`src/include/istar_pkg.sv`:
```
// Shared constants, types and states of the serial slave with temperature and trim registers
package istar_pkg;
   // ****************************************************************
   // Bus address and register map
   // ****************************************************************
   localparam logic [6:0] DEV_ADDR       = 7'h68;
   localparam logic [7:0] ADDR_TRIM      = 8'h10;
   localparam logic [7:0] ADDR_TEMP_INT  = 8'h11;
   localparam logic [7:0] ADDR_TEMP_FRAC = 8'h12;
   localparam logic [7:0] SRAM_FIRST     = 8'h14;
   localparam int         SRAM_WORDS     = 236;
   localparam int         TRIM_SIGN_BIT  = 7;
   localparam int         TEMP_FRAC_POS  = 6;
   // ****************************************************************
   // Reset values and capacitance limit
   // ****************************************************************
   localparam logic [9:0] TEMP_RESET     = 10'h000;
   localparam logic [7:0] TRIM_RESET     = 8'h00;
   localparam logic [7:0] PTR_RESET      = 8'h00;
   localparam logic [7:0] CAP_RESET      = 8'h00;
   localparam logic [7:0] CAP_MAX        = 8'hff;
   // ****************************************************************
   // Timing and write FIFO size
   // ****************************************************************
   localparam longint CLK_HZ        = 200_000_000;
   localparam longint MANUAL_CONVERT_BIT_PERIOD_S = 64;
   localparam logic [39:0] MANUAL_CONVERT_BIT_PERIOD_CYCLES = 40'(MANUAL_CONVERT_BIT_PERIOD_S * CLK_HZ);
   localparam int     FIFO_DEPTH    = 32;
   localparam int     FIFO_WIDTH    = 16;
   // ****************************************************************
   // Types
   // ****************************************************************
   typedef struct packed {
      logic [7:0] addr;
      logic [7:0] data;
   } istar_wr_t;
   typedef struct packed {
      logic       valid;
      logic [9:0] code;
   } istar_temp_t;
   typedef enum logic [2:0] {
      ST_IDLE     = 3'b000,
      ST_ADDR     = 3'b001,
      ST_ADDR_ACK = 3'b010,
      ST_WR_BYTE  = 3'b011,
      ST_WR_ACK   = 3'b100,
      ST_RD_BYTE  = 3'b101,
      ST_RD_ACK   = 3'b110
   } istar_state_t;
endpackage

```
`src/core/istar_slave.sv`:
```
// Serial slave with write FIFO, temperature result, aging trim and user SRAM
`timescale 1ns/10ps

// ****************************************************************
// Write FIFO
// ****************************************************************
module istar_fifo #(
   parameter int WIDTH = 16,
   parameter int DEPTH = 32
) (
   input  wire logic             ref_clk_in,
   input  wire logic             resetn_in,
   input  wire logic             in_valid_in,
   output logic                  in_ready_out,
   input  wire logic [WIDTH-1:0] in_data_in,
   output logic                  out_valid_out,
   input  wire logic             out_ready_in,
   output logic [WIDTH-1:0]      out_data_out
);
   localparam int AW = $clog2(DEPTH);
   logic [WIDTH-1:0] mem_q [0:DEPTH-1];
   logic [AW:0]      wr_q;
   logic [AW:0]      rd_q;
   wire              push = in_valid_in & in_ready_out;
   wire              pop  = out_valid_out & out_ready_in;

   // Extra pointer bit tells full from empty
   assign in_ready_out  = (wr_q[AW-1:0] != rd_q[AW-1:0]) || (wr_q[AW] == rd_q[AW]);
   assign out_valid_out = (wr_q != rd_q);
   assign out_data_out  = mem_q[rd_q[AW-1:0]];

   // Storage has no reset; only the pointers need one
   always_ff @(posedge ref_clk_in) begin
      if (push) begin
         mem_q[wr_q[AW-1:0]] <= in_data_in;
      end
   end

   // Pointer update
   always_ff @(posedge ref_clk_in or negedge resetn_in) begin
      if (!resetn_in) begin
         wr_q <= '0;
         rd_q <= '0;
      end else begin
         wr_q <= wr_q + (AW+1)'(push);
         rd_q <= rd_q + (AW+1)'(pop);
      end
   end
endmodule

// Overview of operation
// - SRAM bytes from 14h upward start undefined; no initial content assumed.
// - Aging trim byte is two's complement with bit 7 as sign.
// - Trim adds to capacitance at changed-temperature periodic or at manual conversion.
// - Positive trim adds capacitance, slower; negative removes it, faster.
// - Temperature is 10-bit two's complement, quarter degrees; integer in first byte.
// - Two fraction bits sit at top of second byte; rest read zero.
// - Reset presets temperature to zero and starts a conversion at once.
// - Convert at power-up, bus access on backup, every 64 s; update results.
// - Bus writes to both temperature bytes are ignored.
// - Slave only, open-drain data, works at 100 kHz and 400 kHz.
// - Data changes only while clock low; change while high is a condition.
// - Data falling with clock high is START; rising is STOP.
// - Bytes each followed by ninth acknowledge slot; byte count set by master.
// - Addressed receiver holds data low through acknowledge clock high phase.
// - Master does not acknowledge last read byte; device then releases data.
// - Every byte shifts most significant bit first.
// - Write: address byte then data bytes; device acknowledges each received byte; a data byte meeting a full write FIFO gets a not-acknowledge instead.
// - Read: device acknowledges address then sends bytes; master acks all but last.
// - Transfer ends with STOP or repeated START, which opens the next.
// - Direction bit after address selects write or read.
// - Respond only to fixed seven-bit address; direction 0 write, 1 read.
// - First write byte loads register pointer; pointer advances per data byte.
// - Read starts at current pointer, which keeps its last value.
module istar_slave #(
   parameter logic [39:0] MANUAL_CONVERT_BIT_PERIOD = istar_pkg::MANUAL_CONVERT_BIT_PERIOD_CYCLES
) (
   input  wire logic                   ref_clk_in,
   input  wire logic                   resetn_in,
   input  wire logic                   scl_in,
   input  wire logic                   sda_in,
   output logic                        sda_out,
   output logic                        sda_oe_n_out,
   input  wire logic                   on_backup_in,
   input  wire logic                   manual_convert_in,
   output logic                        manual_convert_bit_start_out,
   output logic                        manual_convert_bit_busy_out,
   input  wire istar_pkg::istar_temp_t temp_result_in,
   input  wire logic [7:0]             cap_base_in,
   output logic [7:0]                  cap_trim_out
);
   import istar_pkg::*;

   // ****************************************************************
   // Signed trim applied to the computed capacitance
   // ****************************************************************
   // Clamped so a large negative trim cannot wrap to full capacitance
   function automatic logic [7:0] cap_apply(input logic [7:0] base, input logic [7:0] trim);
      logic signed [9:0] sum;
      sum = $signed({2'b00, base}) + $signed({{2{trim[TRIM_SIGN_BIT]}}, trim});
      if (sum < 0) begin
         return CAP_RESET;
      end else if (sum > $signed({2'b00, CAP_MAX})) begin
         return CAP_MAX;
      end
      return sum[7:0];
   endfunction

   // ****************************************************************
   // Declarations
   // ****************************************************************
   logic              scl_m_q, scl_s_q, scl_p_q;
   logic              sda_m_q, sda_s_q, sda_p_q;
   logic              bk_m_q, bk_s_q;
   istar_state_t      state_q;
   logic [3:0]        bitcnt_q;
   logic [7:0]        shift_q;
   logic [7:0]        tx_q;
   logic [7:0]        ptr_q;
   logic              rw_q;
   logic              first_q;
   logic              nack_q;
   logic              oe_n_q;
   logic [7:0]        sram_q [0:SRAM_WORDS-1];
   logic [7:0]        trim_q;
   logic [9:0]        temp_q;
   logic [7:0]        cap_q;
   logic              pend_q, busy_q, man_q, start_q;
   logic [39:0]       per_cnt_q;
   logic              push_ready;
   logic              pop_valid;
   istar_wr_t         pop_data;
   logic [7:0]        rd_data;

   // ****************************************************************
   // Pin synchronisers and bus condition detect
   // ****************************************************************
   // Pins come from another domain; first stage feeds only the second
   always_ff @(posedge ref_clk_in or negedge resetn_in) begin
      if (!resetn_in) begin
         {scl_m_q, scl_s_q, scl_p_q} <= 3'h7;
         {sda_m_q, sda_s_q, sda_p_q} <= 3'h7;
         {bk_m_q, bk_s_q}            <= 2'h0;
      end else begin
         {scl_m_q, scl_s_q, scl_p_q} <= {scl_in, scl_m_q, scl_s_q};
         {sda_m_q, sda_s_q, sda_p_q} <= {sda_in, sda_m_q, sda_s_q};
         {bk_m_q, bk_s_q}            <= {on_backup_in, bk_m_q};
      end
   end

   // Edges of the bus clock; conditions need clock high on both samples
   wire scl_rise  = scl_s_q & ~scl_p_q;
   wire scl_fall  = ~scl_s_q & scl_p_q;
   wire start_det = scl_s_q & scl_p_q & sda_p_q & ~sda_s_q;
   wire stop_det  = scl_s_q & scl_p_q & ~sda_p_q & sda_s_q;

   // ****************************************************************
   // Byte decode
   // ****************************************************************
   wire byte_done = scl_fall & (bitcnt_q == 4'h8);
   wire addr_hit  = (shift_q[7:1] == DEV_ADDR);
   wire wr_data   = (state_q == ST_WR_BYTE) & byte_done & ~first_q;
   wire push      = wr_data & push_ready;
   wire ld_tx     = scl_fall & (((state_q == ST_ADDR_ACK) & rw_q) |
                                ((state_q == ST_RD_ACK) & ~nack_q));
   wire tx_last   = (state_q == ST_RD_BYTE) & scl_fall & (bitcnt_q == 4'h7);
   wire [7:0] sram_idx = ptr_q - SRAM_FIRST;

   // Read mux; unmapped locations and unused bits read zero
   assign rd_data = (ptr_q == ADDR_TRIM)      ? trim_q :
                    (ptr_q == ADDR_TEMP_INT)  ? temp_q[9:2] :
                    (ptr_q == ADDR_TEMP_FRAC) ? {temp_q[1:0], 6'h00} :
                    (ptr_q >= SRAM_FIRST)     ? sram_q[sram_idx] : 8'h00;

   // ****************************************************************
   // Transfer state machine
   // ****************************************************************
   // START wins anywhere so a repeated START reopens without STOP
   always_ff @(posedge ref_clk_in or negedge resetn_in) begin
      if (!resetn_in) begin
         state_q  <= ST_IDLE;
         bitcnt_q <= 4'h0;
         shift_q  <= 8'h00;
         tx_q     <= 8'h00;
         ptr_q    <= PTR_RESET;
         rw_q     <= 1'b0;
         first_q  <= 1'b0;
         nack_q   <= 1'b0;
         oe_n_q   <= 1'b1;
      end else if (start_det) begin
         state_q  <= ST_ADDR;
         bitcnt_q <= 4'h0;
         oe_n_q   <= 1'b1;
      end else if (stop_det) begin
         state_q  <= ST_IDLE;
         oe_n_q   <= 1'b1;
      end else begin
         unique case (state_q)
            ST_IDLE: begin
               oe_n_q <= 1'b1;
            end
            ST_ADDR: begin
               if (scl_rise) begin
                  shift_q  <= {shift_q[6:0], sda_s_q};
                  bitcnt_q <= bitcnt_q + 4'h1;
               end else if (byte_done) begin
                  rw_q    <= shift_q[0];
                  oe_n_q  <= ~addr_hit;
                  state_q <= addr_hit ? ST_ADDR_ACK : ST_IDLE;
               end
            end
            ST_ADDR_ACK: begin
               if (scl_fall) begin
                  bitcnt_q <= 4'h0;
                  first_q  <= 1'b1;
                  if (rw_q) begin
                     tx_q    <= rd_data;
                     oe_n_q  <= rd_data[7];
                     ptr_q   <= ptr_q + 8'h01;
                     state_q <= ST_RD_BYTE;
                  end else begin
                     oe_n_q  <= 1'b1;
                     state_q <= ST_WR_BYTE;
                  end
               end
            end
            ST_WR_BYTE: begin
               if (scl_rise) begin
                  shift_q  <= {shift_q[6:0], sda_s_q};
                  bitcnt_q <= bitcnt_q + 4'h1;
               end else if (byte_done && first_q) begin
                  ptr_q   <= shift_q;
                  first_q <= 1'b0;
                  oe_n_q  <= 1'b0;
                  state_q <= ST_WR_ACK;
               end else if (byte_done) begin
                  // A full FIFO refuses the byte with a not-acknowledge
                  ptr_q   <= push ? ptr_q + 8'h01 : ptr_q;
                  oe_n_q  <= ~push_ready;
                  state_q <= push_ready ? ST_WR_ACK : ST_IDLE;
               end
            end
            ST_WR_ACK: begin
               if (scl_fall) begin
                  oe_n_q   <= 1'b1;
                  bitcnt_q <= 4'h0;
                  state_q  <= ST_WR_BYTE;
               end
            end
            ST_RD_BYTE: begin
               if (tx_last) begin
                  oe_n_q  <= 1'b1;
                  state_q <= ST_RD_ACK;
               end else if (scl_fall) begin
                  tx_q     <= {tx_q[6:0], 1'b0};
                  oe_n_q   <= tx_q[6];
                  bitcnt_q <= bitcnt_q + 4'h1;
               end
            end
            ST_RD_ACK: begin
               if (scl_rise) begin
                  nack_q <= sda_s_q;
               end else if (scl_fall && nack_q) begin
                  state_q <= ST_IDLE;
               end else if (ld_tx) begin
                  tx_q     <= rd_data;
                  oe_n_q   <= rd_data[7];
                  ptr_q    <= ptr_q + 8'h01;
                  bitcnt_q <= 4'h0;
                  state_q  <= ST_RD_BYTE;
               end
            end
         endcase
      end
   end

   // Open drain: the pin is only ever pulled low
   assign sda_out      = 1'b0;
   assign sda_oe_n_out = oe_n_q;

   // ****************************************************************
   // Write buffering and register file
   // ****************************************************************
   // Drain stalls on a transmit load so the read mux sees a stable file
   istar_fifo #(
      .WIDTH (FIFO_WIDTH),
      .DEPTH (FIFO_DEPTH)
   ) u_fifo (
      .ref_clk_in    (ref_clk_in),
      .resetn_in     (resetn_in),
      .in_valid_in   (wr_data),
      .in_ready_out  (push_ready),
      .in_data_in    ({ptr_q, shift_q}),
      .out_valid_out (pop_valid),
      .out_ready_in  (~ld_tx),
      .out_data_out  (pop_data)
   );

   wire       pop_fire = pop_valid & ~ld_tx;
   wire [7:0] pop_idx  = pop_data.addr - SRAM_FIRST;
   // SRAM keeps no reset so its power-up content stays undefined
   always_ff @(posedge ref_clk_in) begin
      if (pop_fire && pop_data.addr >= SRAM_FIRST) begin
         sram_q[pop_idx] <= pop_data.data;
      end
   end
   // Trim register; temperature bytes take no bus write
   always_ff @(posedge ref_clk_in or negedge resetn_in) begin
      if (!resetn_in) begin
         trim_q <= TRIM_RESET;
      end else if (pop_fire && pop_data.addr == ADDR_TRIM) begin
         trim_q <= pop_data.data;
      end
   end
   // ****************************************************************
   // Conversion scheduling and trim application
   // ****************************************************************
   wire per_tick = (per_cnt_q == MANUAL_CONVERT_BIT_PERIOD - 40'h1);
   wire manual_convert_bit_req = per_tick | manual_convert_in | (start_det & bk_s_q);
   wire manual_convert_bit_go  = pend_q & ~busy_q;
   wire applies  = temp_result_in.valid & ((temp_result_in.code != temp_q) | man_q);
   // Request is held pending while busy, so none is lost
   always_ff @(posedge ref_clk_in or negedge resetn_in) begin
      if (!resetn_in) begin
         per_cnt_q <= 40'h0;
         pend_q    <= 1'b1;
         busy_q    <= 1'b0;
         man_q     <= 1'b0;
         start_q   <= 1'b0;
      end else begin
         per_cnt_q <= per_tick ? 40'h0 : per_cnt_q + 40'h1;
         pend_q    <= (pend_q & ~manual_convert_bit_go) | manual_convert_bit_req;
         start_q   <= manual_convert_bit_go;
         busy_q    <= manual_convert_bit_go | (busy_q & ~temp_result_in.valid);
         man_q     <= (man_q & ~temp_result_in.valid) | (manual_convert_in & ~busy_q);
      end
   end
   // Result updates when a conversion ends; capacitance setting only if the code changed or the conversion was manual
   always_ff @(posedge ref_clk_in or negedge resetn_in) begin
      if (!resetn_in) begin
         temp_q <= TEMP_RESET;
         cap_q  <= CAP_RESET;
      end else begin
         if (temp_result_in.valid) begin
            temp_q <= temp_result_in.code;
         end
         if (applies) begin
            cap_q <= cap_apply(cap_base_in, trim_q);
         end
      end
   end
   assign manual_convert_bit_start_out = start_q;
   assign manual_convert_bit_busy_out  = busy_q;
   assign cap_trim_out   = cap_q;
endmodule

```
`config.mk`:
```
export PLATFORM = sky130hd
export DESIGN_NAME = istar_slave
export DESIGN_NICKNAME = d
export VERILOG_FILES = /design/src/include/istar_pkg.sv /design/src/core/istar_slave.sv
export SDC_FILE = /design/constraint.sdc
export NUM_CORES = 2
export LEC_CHECK = 0
export ABC_CLOCK_PERIOD_IN_PS = 11810
export BUFFER_PORTS_ARGS = -buffer_cell sky130_fd_sc_hd__buf_2
export CAP_MARGIN = 0
export CORE_UTILIZATION = 30
export CTS_BUF_LIST = sky130_fd_sc_hd__clkbuf_8
export DETAILED_ROUTE_END_ITERATION = 12
export PLACE_DENSITY = 0.46
export SLEW_MARGIN = 5
export SYNTH_ARGS = -nofsm -noshare
export SYNTH_HDL_FRONTEND = slang
export SYNTH_SLANG_ARGS = --single-unit
```
`constraint.sdc`:
```
create_clock -name ref_clk_in -period 11.81 [get_ports ref_clk_in]
set_clock_uncertainty 0.2 [all_clocks]
set_input_delay 1.181 -clock ref_clk_in [delete_from_list [all_inputs] [get_ports ref_clk_in]]
set_output_delay 1.181 -clock ref_clk_in [all_outputs]
set_load 0.03 [all_outputs]
```
==> summary.md <==
| Metric | Value |
|---|---|
| Synth cell types | 85 |
| Critical R2R Capture | sram_q[5][3] |
| Met1 wire length | 126000 um |
| Crit path time final | 5.95 ns |
| Worst Hold Path EP | sda_s_q |
| Drt first pass iters | 5 |
| Flop2flop setup slack | 5.86 ns |
| YS warnings | 0 |
| Final Hold Fails | 0 |
| Number of enable flip-flop cells after synthesis | 2400 |
| Post-synthesis sequential area ratio | 0.752 |
| #FFs+latches synth | 2524 |
| Vias | 51300 |
| Max-Cap Viols | 0 |
| PortBufs | 35 |
| Placeable Area | 0.331 mm2 |
| Global route overflow | 0 |
| Clock Latency Late Sink | 1.04 ns |
| Crit path max fanout | 89 |
| Fin Setup TNS | 0 ns |
| Synth async-reset ratio | 0.0491 |
| HP Class | reg2reg |
| Max Freq | 0.168 GHz |
| Largest net degree at the start of global routing | 176 |
| FF-to-FF Start | u_fifo.rd_q[0] |
| Max incr delay on CP | 0.90 ns |
| PwrDens | 151 mW/mm2 |
| ANT nets after route | 0 |
| CTS root buf | clkbuf_8 |
| Hold_buf cts | 4 |
| Max_slew headroom | 0.0950 |
| CP Capture Type | flop |
| # fillers | 31200 |
| Row cnt | 211 |
| Mapped Area | 0.100 mm2 |
| CP delay by family, top | simple AND/OR/NAND/NOR gates |
| Met3 WL post-DR | 17300 um |
| WL/cell | 28.5 um |
| Final setup violation count | 0 |
| Hpwl dp | 168000 um |
| Cells after synthesis | 5063 |
| Initial DRC Count | 4895 |
| Synth-to-Final Area Change | 13.6% |
| All-Layer GR Usage | 0.170 |
| Design Power | 17100 uW |
| DRC violations left | 0 |
| Final worst-path cycle share | 0.504 |
| Drt total wl | 287000 um |
| Area contributors post-synth | edfxtp_1 72%, mux4_2 14%, dfrtp_1 2.9%, nor2_1 1.3%, nand2_1 1.3% |
| Vias in the first global route | 53400 |
| Worst setup SP type | flop |
| Net Count, Synth | 5113 |
| Post-CTS setup buffers | 0 |
| Die Y | 579 um |
| Leak pwr | 0.0349 uW |
| Worst hold start | sda_m_q |
| CTS tree | built |
| Actual slew at the worst max-slew pin | 1.36 ns |
| Top-level port count | 37 |
| Post-synthesis average cell area | 19.8 um2 |
| Crit Path Category | reg2reg |
| Most instantiated cells after synthesis | 2400 x edfxtp_1, 630 x mux4_2, 356 x nor2_1 |
| Pins Over Slew Limit | 0 |
| PostCTS Resize Cnt | 0 |
| Die W | 579 um |
| CTS clk-pin slew, worst paths | 0.06 ns |
| Maximum vdd ir drop | 0.0794 mV |
| Cell Chain, Critical Path | buf_12 -> mux4_2 -> mux4_2 -> mux2i_1 -> nor2b_1 -> nand3_2 -> nor2_1 |
| Global-route wire length before repair | 409000 um |
| Critical Path RT | 12.25 ns |
| Unrepaired setup endpoints after global routing | false |
| Final WS setup | 5.86 ns |
| Slowest CP cell | dfrtp_4 |
| GPL Wtd Cong | 0.799 |
| Worst reg-to-reg path cell count | 7 |
| Worst endpoint data arrival time | 6.39 ns |
| # nets final | 5423 |
| WP buf/inv | 1 |
| Cell repeated most along the worst path | mux4_2 |
| Most common cell in the netlist | edfxtp_1 |
| Run status | finished, final reports clean |
| Sinks on Clock Net | 2524 |
| Ys flop type | edfxtp_1 |
| Vias/cell | 5.09 |
| Cts bufs inserted | 416 |
| Antenna violations before repair | 22 |
| Worst hold path cell count | 0 |
| Proportion of layout cells with a drive suffix above 1 | 0.254 |
| Met2 WL | 138000 um |
| Clock Path Buffers | 4 |
| Post-synth top area cell | edfxtp_1 |
| Initial Utilization | 0.302 |
| Place WS | 5.83 ns |
| # H-tree levels | 5 |
| Post-synth top area share | 0.721 |
| Max layer used | met5 |
| Die area | 0.336 mm2 |
-- cell type report --
| cell class | instances | area, um2 | share of cell area |
|---|---|---|---|
| clock inverter | 327 | 1900 | 0.0167 |
| inverter | 27 | 101 | 0.000892 |
| antenna | 3 | 7.51 | 0.0000661 |
| clock buffer | 425 | 5850 | 0.0515 |
| timing repair buffer | 176 | 1450 | 0.0128 |
| sequential | 2524 | 75200 | 0.662 |
| tap | 4366 | 5460 | 0.0481 |
| multi-input combinational | 2228 | 23700 | 0.208 |
-- layer usage --
metal,global-route usage,vias up
li1,-,21400
met5,0,-
met2,0.277,1757
met1,0.236,27800
met4,0.0390,4
met3,0.0294,359
-- worst max path at each step --
stage | startpoint | to | slack, ns | depth (start not counted)
3_3_place_gp | u_fifo.rd_q[0] | sram_q[101][2] | 5.89 | 7
3_5_place_dp | u_fifo.rd_q[0] | sram_q[213][3] | 5.83 | 7
5_1_grt | u_fifo.rd_q[0] | sram_q[79][3] | 5.49 | 9
6_report | u_fifo.rd_q[0] | sram_q[5][3] | 5.86 | 7
4_1_cts | u_fifo.rd_q[0] | sram_q[213][7] | 5.82 | 7
2_1_floorplan | u_fifo.rd_q[0] | trim_q[4] | 5.56 | 10
-- cell usage in the layout (no fill, tap or decap), types with 54 or more instances in the layout --
cell type	count
nand3_1	141
mux4_2	630
mux2i_1	87
edfxtp_1	2400
dfrtp_1	108
inv_1	157
a22oi_1	62
nand2_1	326
nor2_1	341
clkinv_2	62
o21ai_0	54
clkinv_1	94
clkbuf_8	425
buf_4	121
-- kinds of logic after synthesis --
group	after synthesis	synth area share
compound gates	341	0.0239
xor+xnor	75	0.00657
fa+ha+maj	25	0.00320
buf+inv	311	0.0141
flops	2524	0.752
mux	747	0.154
other cells	1	0.0000375
simple gates	1039	0.0466
-- flip-flops by register name, summed over array words and instances (netlist names), 8 cells and up --
name,cells
u_fifo.mem_q,512
per_cnt_q,40
trim_q,8
temp_q,10
ptr_q,8
cap_trim_out,8
sram_q,1888
shift_q,8
-- through the flow --
step | util | area (um2) | hold slack [ns] | cells
6_report | 0.343 | 114000 | 0.157 | 10100
5_1_grt | 0.343 | 114000 | 0.158 | 10100
4_1_cts | 0.343 | 114000 | 0.0802 | 10100
3_5_place_dp | 0.320 | 106000 | 0.142 | 9317
3_3_place_gp | 0.320 | 106000 | 0.141 | 9317
2_1_floorplan | - | 100000 | 0.131 | 5063
-- power by group --
group / total [uW] / switching (uW) / internal [uW]
clock network: 7310 / 3580 / 3730
logic: 95.0 / 65.3 / 29.7
registers: 9700 / 13.9 / 9690
Power figures use the tool's default switching activity.
